--- src/verilog/dpll_ctrl_pkg.sv ---
// constants, types and register layout for the loop control pin block
package dpll_ctrl_pkg;
  // register indices on the serial port (7-bit address space)
  localparam logic [6:0] ADDR_MODE = 7'h1f; // main_loop_mode_register
  localparam logic [6:0] ADDR_CTRL = 7'h20; // software overrides for hitless and slave
  localparam logic [6:0] ADDR_STAT = 7'h21; // read-only loop status
  // mode register fields
  localparam int MODE_LSB = 0; // two-bit mode field
  localparam int MODE_SW_BIT = 2; // 1: register drives mode, 0: pins drive mode
  // control register fields
  localparam int CTRL_HS_VAL = 0; // software hitless value
  localparam int CTRL_HS_SW = 1; // software owns hitless enable
  localparam int CTRL_SL_VAL = 2; // software slave value
  localparam int CTRL_SL_SW = 3; // software owns slave select
  // status register fields
  localparam int STAT_LOCK = 0; // locked flag
  localparam int STAT_HOLD = 1; // holdover flag
  localparam int STAT_MODE_LSB = 2; // effective mode, two bits
  localparam int STAT_I2C = 4; // captured interface strap
  // reset values
  localparam logic [7:0] CTRL_RESET = 8'h00; // pins own everything after reset
  localparam logic [7:0] READ_UNMAPPED = 8'h00; // answer for unmapped reads
  // mode encoding follows the mode register field
  localparam logic [1:0] MODE_AUTO = 2'h0; // automatic state machine
  localparam logic [1:0] MODE_NORMAL = 2'h1; // forced locked
  localparam logic [1:0] MODE_HOLDOVER = 2'h2; // forced holdover
  localparam logic [1:0] MODE_FREERUN = 2'h3; // forced free-run
  // serial framing
  localparam logic [3:0] BIT_LAST = 4'h7; // index of eighth data bit
  localparam logic [3:0] BIT_ACK = 4'h8; // count after eight bits
  localparam logic [3:0] BIT_ACK_DONE = 4'h9; // count during acknowledge slot
  localparam int SPI_RD_BIT = 7; // command bit: 1 read, 0 write
  // reset timing
  localparam int RST_MIN_NS = 300; // least reset pulse width
  localparam int CLK_NS = 25; // system clock period
  localparam int RST_MIN_CYC = (RST_MIN_NS + CLK_NS - 1) / CLK_NS; // rounded up
  localparam logic [1:0] CAPTURE_AT = 2'h2; // edges after release before straps are valid

  // control pins that travel together through the synchroniser
  typedef struct packed {
    logic hitless; // main_loop_hitless_enable
    logic [1:0] mode; // {main_loop_mode_pin_high, main_loop_mode_pin_low}
    logic slave; // master/slave select
    logic diff_a; // differential_output_a_enable
    logic diff_b; // differential_output_b_enable
    logic i2c_strap; // interface-select strap
  } ctrl_pins_t;

  // serial host pins
  typedef struct packed {
    logic sck; // sck / scl level
    logic sd; // si / sda level
    logic sel; // host_select_or_addr_bit level
  } host_pins_t;

  // serial engine states
  typedef enum logic [4:0] {
    ST_IDLE = 5'b00001, // no transfer
    ST_ADDR = 5'b00010, // first byte: command or device address
    ST_REG = 5'b00100, // register pointer byte
    ST_WR = 5'b01000, // write data bytes
    ST_RD = 5'b10000 // read data bytes
  } ser_state_t;
endpackage

--- src/verilog/dpll_ctrl_pins.sv ---
// control and status pin logic of the main loop with its shared serial host port
//
// Behaviour
// - hitless enable high gives hitless reference switching
// - hitless low disables it and realigns phase
// - software register can also control hitless
// - mode pins sampled at reset give default
// - after reset mode from pins or register
// - slave select high slave, low master, software too
// - each differential output enabled high, tristated low
// - locked flag high when frequency and phase locked
// - holdover flag high while in holdover
// - strap 0 sck input, 1 scl input, never driven
// - strap 0 si input, 1 bidirectional sda
// - strap 0 so output, 1 unused
// - select pin is chip select or address bit
// - strap high enables i2c, low spi
// - device held in reset while reset low
`timescale 1ns/100ps
module dpll_ctrl_pins #(
  parameter logic [5:0] I2C_DEV_BASE = 6'h34 // upper six bits of the device address, arbitrary
) (
  input wire logic I_CLOCK, // 40 MHz system clock
  input wire logic I_ARST_N, // async reset, active low
  input wire logic I_HITLESS_PIN, // main_loop_hitless_enable pin
  input wire logic I_MODE_PIN_LOW, // main_loop_mode_pin_low
  input wire logic I_MODE_PIN_HIGH, // main_loop_mode_pin_high
  input wire logic I_SLAVE_PIN, // master/slave select pin
  input wire logic I_DIFF_A_PIN, // differential_output_a_enable
  input wire logic I_DIFF_B_PIN, // differential_output_b_enable
  input wire logic I_I2C_STRAP, // interface-select strap
  input wire logic I_SCK_SCL, // shared serial clock pin level
  input wire logic I_SI_SDA, // shared serial data pin level
  input wire logic I_SEL_ADDR, // host_select_or_addr_bit pin
  input wire logic I_FREQ_LOCKED, // loop core: frequency locked
  input wire logic I_PHASE_LOCKED, // loop core: phase locked
  input wire logic I_IN_HOLDOVER, // loop core: holdover state
  output logic O_HITLESS_EN, // to loop core: hitless switching on
  output logic O_PHASE_REALIGN, // to loop core: realign to selected reference
  output logic [1:0] O_LOOP_MODE, // to loop core: operating mode
  output logic O_SLAVE_MODE, // to core: 1 slave, 0 master
  output logic O_DIFF_A_OE, // differential output a driver enable
  output logic O_DIFF_B_OE, // differential output b driver enable
  output logic O_LOCKED, // main_loop_locked_flag pin
  output logic O_HOLDOVER, // main_loop_holdover_flag pin
  output logic O_I2C_EN, // i2c host interface active
  output logic O_SPI_EN, // spi host interface active
  output logic O_SCL_O, // scl output level
  output logic O_SCL_OE, // scl output enable
  output logic O_SDA_O, // sda output level
  output logic O_SDA_OE, // sda output enable
  output logic O_SO, // spi serial data out
  output logic O_SO_OE // spi serial data out enable
);
  dpll_ctrl_pkg::ctrl_pins_t ctl_raw, ctl; // control pins raw and synchronised
  dpll_ctrl_pkg::host_pins_t host_raw, host; // serial pins raw and synchronised
  dpll_ctrl_pkg::ser_state_t st_ff; // serial engine state
  logic [1:0] cap_cnt_ff; // edges since reset release
  logic cap_done_ff; // straps captured
  logic cap_pulse; // capture cycle
  logic i2c_ff; // captured interface strap
  logic [7:0] mode_reg_ff; // main_loop_mode_register
  logic [7:0] ctrl_reg_ff; // override register
  logic [7:0] rdata; // read mux
  logic sck_d_ff, sd_d_ff; // previous synchronised levels
  logic sck_rise, sck_fall, i2c_start, i2c_stop; // line events
  logic [7:0] sh_ff; // receive shifter
  logic [7:0] out_ff; // transmit shifter
  logic [3:0] bcnt_ff; // bit count in current byte
  logic [6:0] addr_ff; // register address
  logic wr_stb_ff; // one-cycle register write
  logic [7:0] wr_data_ff; // data for that write
  logic so_ff, sda_oe_ff; // serial output flops
  logic [7:0] byte_in; // byte including current bit
  logic [6:0] dev_addr; // i2c device address
  logic [1:0] eff_mode; // mode chosen by pins or register
  logic [6:0] rd_addr; // address the read mux looks at

  assign ctl_raw = '{hitless: I_HITLESS_PIN, mode: {I_MODE_PIN_HIGH, I_MODE_PIN_LOW}, slave: I_SLAVE_PIN,
                     diff_a: I_DIFF_A_PIN, diff_b: I_DIFF_B_PIN, i2c_strap: I_I2C_STRAP};
  assign host_raw = '{sck: I_SCK_SCL, sd: I_SI_SDA, sel: I_SEL_ADDR};

  // every pin is asynchronous, so all pass two flops
  pin_sync2 #(.WIDTH($bits(dpll_ctrl_pkg::ctrl_pins_t))) u_sync_ctl (
    .i_clk(I_CLOCK),
    .i_arst_n(I_ARST_N),
    .i_async(ctl_raw),
    .o_sync(ctl)
  );
  pin_sync2 #(.WIDTH($bits(dpll_ctrl_pkg::host_pins_t))) u_sync_host (
    .i_clk(I_CLOCK),
    .i_arst_n(I_ARST_N),
    .i_async(host_raw),
    .o_sync(host)
  );

  // straps are caught once the synchronisers hold post-reset levels
  always_ff @(posedge I_CLOCK or negedge I_ARST_N) begin
    if (!I_ARST_N) begin
      cap_cnt_ff <= '0;
      cap_done_ff <= 1'b0;
    end else if (!cap_done_ff) begin
      cap_cnt_ff <= cap_cnt_ff + 2'h1;
      cap_done_ff <= (cap_cnt_ff == dpll_ctrl_pkg::CAPTURE_AT);
    end
  end
  assign cap_pulse = !cap_done_ff && (cap_cnt_ff == dpll_ctrl_pkg::CAPTURE_AT);

  // interface strap is latched; changing it later would corrupt a transfer
  always_ff @(posedge I_CLOCK or negedge I_ARST_N) begin
    if (!I_ARST_N) begin
      i2c_ff <= 1'b0;
    end else if (cap_pulse) begin
      i2c_ff <= ctl.i2c_strap;
    end
  end

  // register file: mode default from pins, software writes afterwards
  always_ff @(posedge I_CLOCK or negedge I_ARST_N) begin
    if (!I_ARST_N) begin
      mode_reg_ff <= '0;
      ctrl_reg_ff <= dpll_ctrl_pkg::CTRL_RESET;
    end else if (cap_pulse) begin
      mode_reg_ff <= {6'h00, ctl.mode}; // pin code used as register code
    end else if (wr_stb_ff) begin
      if (addr_ff == dpll_ctrl_pkg::ADDR_MODE) begin
        mode_reg_ff <= wr_data_ff;
      end
      if (addr_ff == dpll_ctrl_pkg::ADDR_CTRL) begin
        ctrl_reg_ff <= wr_data_ff;
      end
    end
  end

  // pins rule the mode once straps are captured, unless software took it over
  assign eff_mode = (mode_reg_ff[dpll_ctrl_pkg::MODE_SW_BIT] || !cap_done_ff) ?
                    mode_reg_ff[dpll_ctrl_pkg::MODE_LSB +: 2] : ctl.mode;

  // a spi command byte is decoded in the cycle that snapshots the read data, so the mux sees the arriving address
  assign rd_addr = (!i2c_ff && st_ff == dpll_ctrl_pkg::ST_IDLE) ? byte_in[6:0] : addr_ff;

  // read mux, unmapped addresses read zero
  always_comb begin
    rdata = dpll_ctrl_pkg::READ_UNMAPPED;
    unique case (rd_addr)
      dpll_ctrl_pkg::ADDR_MODE: rdata = mode_reg_ff;
      dpll_ctrl_pkg::ADDR_CTRL: rdata = ctrl_reg_ff;
      dpll_ctrl_pkg::ADDR_STAT: begin
        rdata[dpll_ctrl_pkg::STAT_LOCK] = O_LOCKED;
        rdata[dpll_ctrl_pkg::STAT_HOLD] = O_HOLDOVER;
        rdata[dpll_ctrl_pkg::STAT_MODE_LSB +: 2] = O_LOOP_MODE;
        rdata[dpll_ctrl_pkg::STAT_I2C] = i2c_ff;
      end
      default: rdata = dpll_ctrl_pkg::READ_UNMAPPED;
    endcase
  end

  // loop-facing outputs, all registered
  always_ff @(posedge I_CLOCK or negedge I_ARST_N) begin
    if (!I_ARST_N) begin
      O_HITLESS_EN <= 1'b0;
      O_PHASE_REALIGN <= 1'b1; // hitless is off in reset, so realign stands
      O_LOOP_MODE <= dpll_ctrl_pkg::MODE_AUTO;
      O_SLAVE_MODE <= 1'b0;
      O_DIFF_A_OE <= 1'b0;
      O_DIFF_B_OE <= 1'b0;
      O_LOCKED <= 1'b0;
      O_HOLDOVER <= 1'b0;
    end else begin
      O_HITLESS_EN <= ctrl_reg_ff[dpll_ctrl_pkg::CTRL_HS_SW] ?
                      ctrl_reg_ff[dpll_ctrl_pkg::CTRL_HS_VAL] : ctl.hitless;
      O_PHASE_REALIGN <= ctrl_reg_ff[dpll_ctrl_pkg::CTRL_HS_SW] ?
                         !ctrl_reg_ff[dpll_ctrl_pkg::CTRL_HS_VAL] : !ctl.hitless;
      O_LOOP_MODE <= eff_mode;
      O_SLAVE_MODE <= ctrl_reg_ff[dpll_ctrl_pkg::CTRL_SL_SW] ?
                      ctrl_reg_ff[dpll_ctrl_pkg::CTRL_SL_VAL] : ctl.slave;
      O_DIFF_A_OE <= ctl.diff_a;
      O_DIFF_B_OE <= ctl.diff_b;
      O_LOCKED <= I_FREQ_LOCKED && I_PHASE_LOCKED;
      O_HOLDOVER <= I_IN_HOLDOVER;
    end
  end

  // line events seen on synchronised levels
  always_ff @(posedge I_CLOCK or negedge I_ARST_N) begin
    if (!I_ARST_N) begin
      sck_d_ff <= 1'b0;
      sd_d_ff <= 1'b0;
    end else begin
      sck_d_ff <= host.sck;
      sd_d_ff <= host.sd;
    end
  end
  assign sck_rise = host.sck && !sck_d_ff;
  assign sck_fall = !host.sck && sck_d_ff;
  assign i2c_start = i2c_ff && host.sck && sck_d_ff && !host.sd && sd_d_ff;
  assign i2c_stop = i2c_ff && host.sck && sck_d_ff && host.sd && !sd_d_ff;
  assign byte_in = {sh_ff[6:0], host.sd};
  assign dev_addr = {I2C_DEV_BASE, host.sel}; // select pin is address bit 0 in i2c

  // serial engine: spi mode 0 command+data, or i2c pointer+data
  always_ff @(posedge I_CLOCK or negedge I_ARST_N) begin
    if (!I_ARST_N) begin
      st_ff <= dpll_ctrl_pkg::ST_IDLE;
      sh_ff <= '0;
      out_ff <= '0;
      bcnt_ff <= '0;
      addr_ff <= '0;
      wr_stb_ff <= 1'b0;
      wr_data_ff <= '0;
      so_ff <= 1'b0;
      sda_oe_ff <= 1'b0;
    end else begin
      wr_stb_ff <= 1'b0;
      if (!cap_done_ff) begin
        st_ff <= dpll_ctrl_pkg::ST_IDLE; // straps not yet known
      end else if (!i2c_ff) begin
        sda_oe_ff <= 1'b0; // sda never driven in spi
        if (host.sel) begin
          st_ff <= dpll_ctrl_pkg::ST_IDLE; // chip select high aborts
          bcnt_ff <= '0;
        end else if (sck_rise) begin
          sh_ff <= byte_in; // si sampled on rising sck
          bcnt_ff <= (bcnt_ff == dpll_ctrl_pkg::BIT_LAST) ? 4'h0 : bcnt_ff + 4'h1;
          if (bcnt_ff == dpll_ctrl_pkg::BIT_LAST) begin
            unique case (st_ff)
              dpll_ctrl_pkg::ST_IDLE, dpll_ctrl_pkg::ST_ADDR: begin
                addr_ff <= byte_in[6:0];
                st_ff <= byte_in[dpll_ctrl_pkg::SPI_RD_BIT] ? dpll_ctrl_pkg::ST_RD : dpll_ctrl_pkg::ST_WR;
              end
              dpll_ctrl_pkg::ST_WR: begin
                wr_stb_ff <= 1'b1;
                wr_data_ff <= byte_in;
              end
              default: st_ff <= st_ff;
            endcase
          end
          if (bcnt_ff == dpll_ctrl_pkg::BIT_LAST && st_ff != dpll_ctrl_pkg::ST_WR) begin
            out_ff <= rdata; // snapshot for a following read byte
          end
        end else if (sck_fall && st_ff == dpll_ctrl_pkg::ST_RD) begin
          so_ff <= out_ff[7]; // so changes on falling sck, msb first
          out_ff <= {out_ff[6:0], 1'b0};
        end
      end else if (i2c_start) begin
        st_ff <= dpll_ctrl_pkg::ST_ADDR;
        bcnt_ff <= '0;
        sda_oe_ff <= 1'b0;
      end else if (i2c_stop) begin
        st_ff <= dpll_ctrl_pkg::ST_IDLE;
        sda_oe_ff <= 1'b0;
      end else if (st_ff != dpll_ctrl_pkg::ST_IDLE) begin
        if (sck_rise && bcnt_ff < dpll_ctrl_pkg::BIT_ACK) begin
          sh_ff <= byte_in; // sda sampled on rising scl
          bcnt_ff <= bcnt_ff + 4'h1;
        end else if (sck_fall && bcnt_ff == dpll_ctrl_pkg::BIT_ACK) begin
          bcnt_ff <= dpll_ctrl_pkg::BIT_ACK_DONE;
          sda_oe_ff <= 1'b1; // acknowledge low, cleared below if not ours
          unique case (st_ff)
            dpll_ctrl_pkg::ST_ADDR: begin
              if (sh_ff[7:1] != dev_addr) begin
                st_ff <= dpll_ctrl_pkg::ST_IDLE;
                sda_oe_ff <= 1'b0;
              end else begin
                st_ff <= sh_ff[0] ? dpll_ctrl_pkg::ST_RD : dpll_ctrl_pkg::ST_REG;
                out_ff <= rdata;
              end
            end
            dpll_ctrl_pkg::ST_REG: begin
              addr_ff <= sh_ff[6:0];
              st_ff <= dpll_ctrl_pkg::ST_WR;
            end
            dpll_ctrl_pkg::ST_WR: begin
              wr_stb_ff <= 1'b1;
              wr_data_ff <= sh_ff;
            end
            default: sda_oe_ff <= 1'b0; // master acknowledges reads
          endcase
        end else if (sck_fall && (bcnt_ff == dpll_ctrl_pkg::BIT_ACK_DONE ||
                                  (st_ff == dpll_ctrl_pkg::ST_RD && bcnt_ff != dpll_ctrl_pkg::BIT_ACK))) begin
          if (bcnt_ff == dpll_ctrl_pkg::BIT_ACK_DONE) begin
            bcnt_ff <= '0;
          end
          sda_oe_ff <= (st_ff == dpll_ctrl_pkg::ST_RD) && !out_ff[7]; // open drain: drive only zeros
          if (st_ff == dpll_ctrl_pkg::ST_RD) begin
            out_ff <= {out_ff[6:0], 1'b0};
          end
        end
      end
    end
  end

  assign O_I2C_EN = i2c_ff;
  assign O_SPI_EN = cap_done_ff && !i2c_ff;
  assign O_SCL_O = 1'b0; // no clock stretching, scl only ever released
  assign O_SCL_OE = 1'b0;
  assign O_SDA_O = 1'b0; // open drain low level
  assign O_SDA_OE = i2c_ff && sda_oe_ff;
  assign O_SO = so_ff;
  assign O_SO_OE = O_SPI_EN && !host.sel; // so idle and undriven in i2c
endmodule

--- src/verilog/pin_sync2.sv ---
// two-flop synchroniser for a bundle of asynchronous pin levels
`timescale 1ns/100ps
module pin_sync2 #(
  parameter int WIDTH = 1 // number of levels
) (
  input wire logic i_clk, // system clock
  input wire logic i_arst_n, // async reset, active low
  input wire logic [WIDTH-1:0] i_async, // raw pin levels
  output logic [WIDTH-1:0] o_sync // levels safe to use
);
  logic [WIDTH-1:0] meta_ff; // first stage, read only by second
  logic [WIDTH-1:0] sync_ff; // second stage

  // plain two-stage capture, constant reset
  always_ff @(posedge i_clk or negedge i_arst_n) begin
    if (!i_arst_n) begin
      meta_ff <= '0;
      sync_ff <= '0;
    end else begin
      meta_ff <= i_async;
      sync_ff <= meta_ff;
    end
  end

  assign o_sync = sync_ff;
endmodule

--- config.mk ---
export PLATFORM = sky130hd
export DESIGN_NAME = dpll_ctrl_pins
export DESIGN_NICKNAME = d
export VERILOG_FILES = /design/src/verilog/dpll_ctrl_pkg.sv /design/src/verilog/dpll_ctrl_pins.sv /design/src/verilog/pin_sync2.sv
export SDC_FILE = /design/constraint.sdc
export NUM_CORES = 1
export LEC_CHECK = 0
export BUFFER_PORTS_ARGS = -buffer_cell sky130_fd_sc_hd__buf_2
export CORE_MARGIN = 4
export CORE_UTILIZATION = 54
export CTS_CLUSTER_SIZE = 28
export DETAILED_ROUTE_END_ITERATION = 10
export PLACE_DENSITY_LB_ADDON = 0.2
export SYNTH_ARGS = -nofsm -noshare
export SYNTH_HDL_FRONTEND = slang
export SYNTH_HIERARCHICAL = 1
export SYNTH_SLANG_ARGS = --single-unit
--- constraint.sdc ---
create_clock -name I_CLOCK -period 2.4 [get_ports I_CLOCK]
set_clock_uncertainty 0.1 [all_clocks]
set_input_delay 0 -clock I_CLOCK [delete_from_list [all_inputs] [get_ports I_CLOCK]]
set_output_delay 0 -clock I_CLOCK [all_outputs]
set_load 0.01 [all_outputs]
---- Yosys cells after proc, flatten, opt, wreduce, memory -nomap -nowiden ----
Cells that the tools add are included.
word-level totals
  bits in registers ....................... 94
  input bits .............................. 15
  output and inout port bits .............. 17
operators by class
  add/sub/neg operators ................... 2
  magnitude comparators ................... 1
  equal/unequal tests ..................... 45
  multiplexer cells ....................... 100
  bitwise logic cells ..................... 4
  reductions and logical operators ........ 54
operators by type and width
  operator              count
  $mux W8               35
  $mux W7               12
  $mux W5               14
  $mux W4               11
  $mux W1               23
  $reduce_and A11 Y1    2
  $eq A7 B6 Y1 const B  3
  $logic_and A1 B1 Y1   21
  $ne A5 B1 Y1 const B  4
  $ne A4 B1 Y1 const B  4
  $pmux W5 S3           1
  $eq A7 B5 Y1 const B  2
  $reduce_and A7 Y1     2
  $reduce_and A12 Y1    1
  $reduce_bool A2 Y1    6
  $logic_not A1 Y1      10
  $ne A5 B2 Y1 const B  2
  $pmux W5 S2           1
  $ne A3 B1 Y1 const B  3
  $reduce_bool A3 Y1    3
  $eq A4 B4 Y1 const B  2
  $ne A2 B1 Y1 const B  4
  $ne A2 B2 Y1 const B  4
  $ne A4 B4 Y1 const B  2
  other kinds (27)      34

---- Depth between registers and ports, before layout ----
  depth after elaboration ................. 13
  mapped depth ............................ 9
  gate-level depth less buffers ........... 8

---- Hierarchy ----
The synthesis kept the hierarchy.
by module, submodules not included
  module                   instances  cells each  area an instance (um^2)  sequential area each (um^2)
  dpll_ctrl_pins           1          368         3,819.9                  1,854.3
  pin_sync2 (u_sync_ctl)   1          14          350.3                    350.3
  pin_sync2 (u_sync_host)  1          6           150.1                    150.1

---- Worst setup path after synthesis ----
OpenSTA, ideal clock, no wires.
  path type ............................... register to register
  from .................................... register st_ff[4]
  to ...................................... register out_ff[5]
  arrival time ............................ 2.439 ns
  data required time ...................... 2.175 ns
  slack ................................... -0.263 ns
  cell stages (with the launch flop) ...... 8
  buffers on the path ..................... 1
  clock period less this slack ............ 2.663 ns
  cells stage by stage .................... dfrtp_1 > clkbuf_1 > or3_1 > nor3_1 > mux2_2 > and3_1 > a221o_1 > mux2_2
between the ends
  cells in the longest elaborated chain, start to end .. 13
  elaborated cells on any way between the ends .. 33
  those cells by class .................... eq/ne: 12; mux: 13; reduce/logical: 8
ends and longest elaborated chain
  what                                                 line                   source
  from (decl)                                          dpll_ctrl_pins.sv:57   dpll_ctrl_pkg::ser_state_t st_ff;
  from (signal assigned)                               dpll_ctrl_pins.sv:204  st_ff <= dpll_ctrl_pkg::ST_IDLE;
  from (signal assigned)                               dpll_ctrl_pins.sv:216  st_ff <= dpll_ctrl_pkg::ST_IDLE;
  from (signal assigned)                               dpll_ctrl_pins.sv:220  st_ff <= dpll_ctrl_pkg::ST_IDLE;
  $eq A5 B1 Y1                                         dpll_ctrl_pins.sv:140  assign rd_addr = (!i2c_ff && st_ff == dpll_ctrl_pkg::ST_IDLE) ? byte_in[6:0] : addr_ff;
  $logic_and A1 B1 Y1                                  dpll_ctrl_pins.sv:140
  $mux W7                                              dpll_ctrl_pins.sv:140
  $eq A7 B6 Y1 / $eq A7 B5 Y1 (equally long branches)  dpll_ctrl_pins.sv:145  unique case (rd_addr)
  $pmux W3 S2                                          dpll_ctrl_pins.sv:145
  $mux W8                                              dpll_ctrl_pins.sv:261  if (sh_ff[7:1] != dev_addr) begin
  $mux W8                                              dpll_ctrl_pins.sv:259  unique case (st_ff)
  $mux W8                                              dpll_ctrl_pins.sv:256  end else if (sck_fall && bcnt_ff == dpll_ctrl_pkg::BIT_ACK) begin
  $mux W8                                              dpll_ctrl_pins.sv:253  if (sck_rise && bcnt_ff < dpll_ctrl_pkg::BIT_ACK) begin
  $mux W8                                              dpll_ctrl_pins.sv:252  end else if (st_ff != dpll_ctrl_pkg::ST_IDLE) begin
  $mux W8                                              dpll_ctrl_pins.sv:249  end else if (i2c_stop) begin
  $mux W8                                              dpll_ctrl_pins.sv:245  end else if (i2c_start) begin
  $mux W8                                              dpll_ctrl_pins.sv:217  end else if (!i2c_ff) begin
  to (signal assigned)                                 dpll_ctrl_pins.sv:239  out_ff <= rdata;
  to (signal assigned)                                 dpll_ctrl_pins.sv:243  out_ff <= {out_ff[6:0], 1'b0};
  to (signal assigned)                                 dpll_ctrl_pins.sv:266  out_ff <= rdata;
  to (decl)                                            dpll_ctrl_pins.sv:68   logic [7:0] out_ff;
Parallel ways exist; a longest one is shown, timed or not. The select of a mux whose other input is x is not followed.
A chain may end at the register's enable or synchronous reset.

---- Worst setup path in the final report ----
  from .................................... register sh_ff[2]
  to ...................................... register out_ff[5]
between the ends
  cells in the longest elaborated chain, start to end .. 11
  elaborated cells on any way between the ends .. 18
  those cells by class .................... eq/ne: 4; mux: 13; reduce/logical: 1
ends and longest elaborated chain
  what                                                 line                   source
  from (decl)                                          dpll_ctrl_pins.sv:67   logic [7:0] sh_ff;
  from (signal assigned)                               dpll_ctrl_pins.sv:223  sh_ff <= byte_in;
  from (signal assigned)                               dpll_ctrl_pins.sv:254  sh_ff <= byte_in;
  $mux W7                                              dpll_ctrl_pins.sv:140
  $eq A7 B6 Y1 / $eq A7 B5 Y1 (equally long branches)  dpll_ctrl_pins.sv:145
  $pmux W3 S2                                          dpll_ctrl_pins.sv:145
  $mux W8                                              dpll_ctrl_pins.sv:261
  $mux W8                                              dpll_ctrl_pins.sv:259
  $mux W8                                              dpll_ctrl_pins.sv:256
  $mux W8                                              dpll_ctrl_pins.sv:253
  $mux W8                                              dpll_ctrl_pins.sv:252
  $mux W8                                              dpll_ctrl_pins.sv:249
  $mux W8                                              dpll_ctrl_pins.sv:245
  $mux W8                                              dpll_ctrl_pins.sv:217
Parallel ways exist; a longest one is shown, timed or not. The select of a mux whose other input is x is not followed.

==> qor.yml <==
power_and_ir_drop:
  switching_power_uw: 955
  worst_ir_drop_vdd_v: 0.000410
  p_leak_nw: 2.54
  p_comb_share_pct: 17.3
  p_sw_share_pct: 26.8
  p_seq_share_pct: 49.2
  power.density_nw_per_um2: 685
  pwr-share-clk_pct: 33.5
  p_int_mw: 2.61
  power_mw: 3.57
routing:
  drtIter0Drc: 174
  antenna_left: 0
  post_drt_wl_per_cell_um: 16.7
  drc: 0
  viasPerCell: 5.64
  first_pass_iters: 4
  vias: 3192
  wirelength_mm: 9.45
sta:
  finalSetupViolCount: 8
  worst_slack_ns: -0.148
  maxSlewHeadroom_pct: 63.2
  finalHoldViolCount: 0
  fin_crit_sh_pct: 106
  rsz0062_at_grt: "true"
  max_freq_mhz: 392
  holdWs_ns: 0.0181
  worst_pin_slew_ns: 0.552
  min_period_ns: 2.55
  drv_slew: 0
die:
  die_y_um: 97.4
  core-area_sq_um: 7770
  die_area_sq_um: 9500
  rows: 32
  ioPinCount: 32
  fp.dieW_um: 97.4
  start_util_pct: 55.6
critical_path:
  path_cells: "or4b_4 > or3_4 > o31a_1 > nor4_4 > o22ai_4 > mux2_2"
  end_kind: "flip-flop"
  critPathMaxFanout: 8
  setup.worst_path.class: "reg -> reg"
  slowest_delay_ns: 0.54
  crit_required_ns: 2.55
  critPathBufInv: 0
  cpMaxStageDelayCell: "or4b_4"
  arrival_ns: 2.70
  cp-start-kind: "flip-flop"
  cp_top_family: "simple AND/OR/NAND/NOR gates"
cts:
  cts.clk_slew.worst_paths_ns: 0.09
  htree_levels: 3
  clock_latency_ns: 0.37
  clock_path_buffers: 2
  root_buffer: "clkbuf_8"
  numClockSinks: 94
  cts_tree: "done"
  numCtsBuffers: 9
synth:
  ys_ff_latch: 94
  synth_most_common_cell: "dfrtp_1"
  synth_commonest_cells: "dfrtp_1, mux2i_1, mux2_2"
  post-synth-top-area-fraction_pct: 53.3
  ys_types: 52
  yosys-top-cells-area: "dfrtp_1, mux2_2, mux2i_1"
  yosys_warnings: 6
  avgSynthCellArea_sq_um: 11.1
  synthArstFlopShare_pct: 100
  yosysTopAreaCell: "dfrtp_1"
  postSynthCellCount: 388
  synth_area_sq_um: 4320
  synth-edff-count: 0
  yosysSeqAreaShare_pct: 54.5
  synth_ff_type: "dfrtp_1"
layout:
  post-route-cell-area_sq_um: 5200
  final_core_util_pct: 67.0
  fin_cells: 566
  drive_gt1_share_pct: 27.6
  area_growth_pct: 20.4
  finalNetCount: 478
  num_antenna_cells: 0
placement:
  dpl_cell_area_sq_um: 4800
  portBuffers: 28
  place_hpwl_mm: 6.78
  placedCellCount: 535
  gp_congestion: 0.903
grt:
  grt_max_degree: 63
  grt_antenna_before_repair: 0
  grt_pass1_wl_mm: 16.0
  overflow: 0
  grt_use_total_pct: 21.1
  grt_pass1_vias: 3250
status:
  violations: "negative setup slack"
  status: "finished with violations"
run:
  cap_violations: 0
worst_hold_path:
  hold_path_class: "in -> async"
-- power groups by stage --
stage / clock [mW] / sequential [mW] / combinational (mW)
2_1_floorplan: 0 / 1.79 / 0.312
3_3_place_gp: 0 / 1.78 / 0.566
3_5_place_dp: 0 / 1.79 / 0.577
4_1_cts: 1.22 / 1.75 / 0.617
5_1_grt: 1.29 / 1.77 / 0.683
6_report: 1.19 / 1.76 / 0.617
-- logic make-up after synthesis --
| logic type | share of synthesized area [%] |
|---|---|
| compound gates | 9.73 |
| flops | 54.5 |
| fa+ha+maj | 1.16 |
| mux | 15.5 |
| xor+xnor | 0.811 |
| other cells | 0.0868 |
| buf+inv | 3.68 |
| simple gates | 14.5 |
-- final timing paths --
check | from | endpoint | slack (ns) | cells past startpoint
worst max-delay path | sh_ff[2]$_DFFE_PN0P_ | out_ff[5]$_DFFE_PN0P_ | -0.15 | 6
worst min register to register | u_sync_ctl/meta_ff[4]$_DFF_PN0_ | u_sync_ctl/o_sync[4]$_DFF_PN0_ | 0.26 | 0
worst max register to register | sh_ff[2]$_DFFE_PN0P_ | out_ff[5]$_DFFE_PN0P_ | -0.15 | 6
min in group I_CLOCK | I_SLAVE_PIN | u_sync_ctl/meta_ff[3]$_DFF_PN0_ | 0.16 | 2
max in group asynchronous | I_ARST_N | O_PHASE_REALIGN$_DFF_PN1_ | 1.50 | 3
worst min-delay path | I_ARST_N | sda_oe_ff$_DFFE_PN0P_ | 0.02 | 2
-- final cells by class --
cell class,instances,area (sq um)
Sequential cell,94,2360
Tap cell,102,128
Fill cell,616,2560
Clock buffer,10,138
Timing Repair Buffer,78,566
Multi-Input combinational cell,257,1850
Clock inverter,6,93.8
Inverter,19,71.3
-- placed cells by master, fill, tap and decap left out, types with 6 or more instances in the layout --
master	Yosys	layout
dfrtp_1	92	91
nor2_1	26	26
mux2i_1	32	32
buf_2	1	27
mux2_2	31	31
clkbuf_8	0	10
dlygate4sd3_1	0	14
o21ai_0	13	13
nand3_1	15	15
nor4_1	6	6
nand2b_1	6	6
nand2_1	26	26
a21oi_1	18	18
inv_1	19	19
buf_4	3	36
-- state kept, by name (all words and copies together), names as in the netlist, 5 cells and up --
name	cells
addr_ff	7
u_sync_ctl/meta_ff	7
wr_data_ff	8
st_ff	5
out_ff	8
mode_reg_ff	8
u_sync_ctl/o_sync	7
ctrl_reg_ff	8
sh_ff	8
-- worst register-to-register path, delay by kind of cell (launching register included) --
family / cells / cell delay, ns
AOI/OAI and AO/OA: 2 / 0.47
DFF: 1 / 0.39
muxes: 1 / 0.31
and+or+nand+nor: 3 / 1.17
-- metal layers --
metal / vias to the layer above / track usage [%] / wire length, um
met4: 0 / 5.43 / 148
met5: - / 0 / 0
met3: 13 / 6.03 / 466
met1: 1589 / 29.5 / 4430
met2: 62 / 32.8 / 4410
li1: 1528 / - / -
-- per-stage QoR --
step	setup TNS, ns	setup slack (ns)
3_5_place_dp	-1.05	-0.139
6_report	-1.12	-0.148
4_1_cts	-0.874	-0.116
3_3_place_gp	-0.903	-0.114
2_1_floorplan	-0.610	-0.0763
5_1_grt	-1.87	-0.242
-- repair_timing --
item                                    4_1_cts  5_1_grt
hold buffers                                 14        0
endpoints found under the setup margin        8       17
gates resized for setup                       2        3
pin swaps                                     0        0
hold endpoints to repair                    105        0
buffers inserted                              1        0
(Power assumes the default switching activity.)
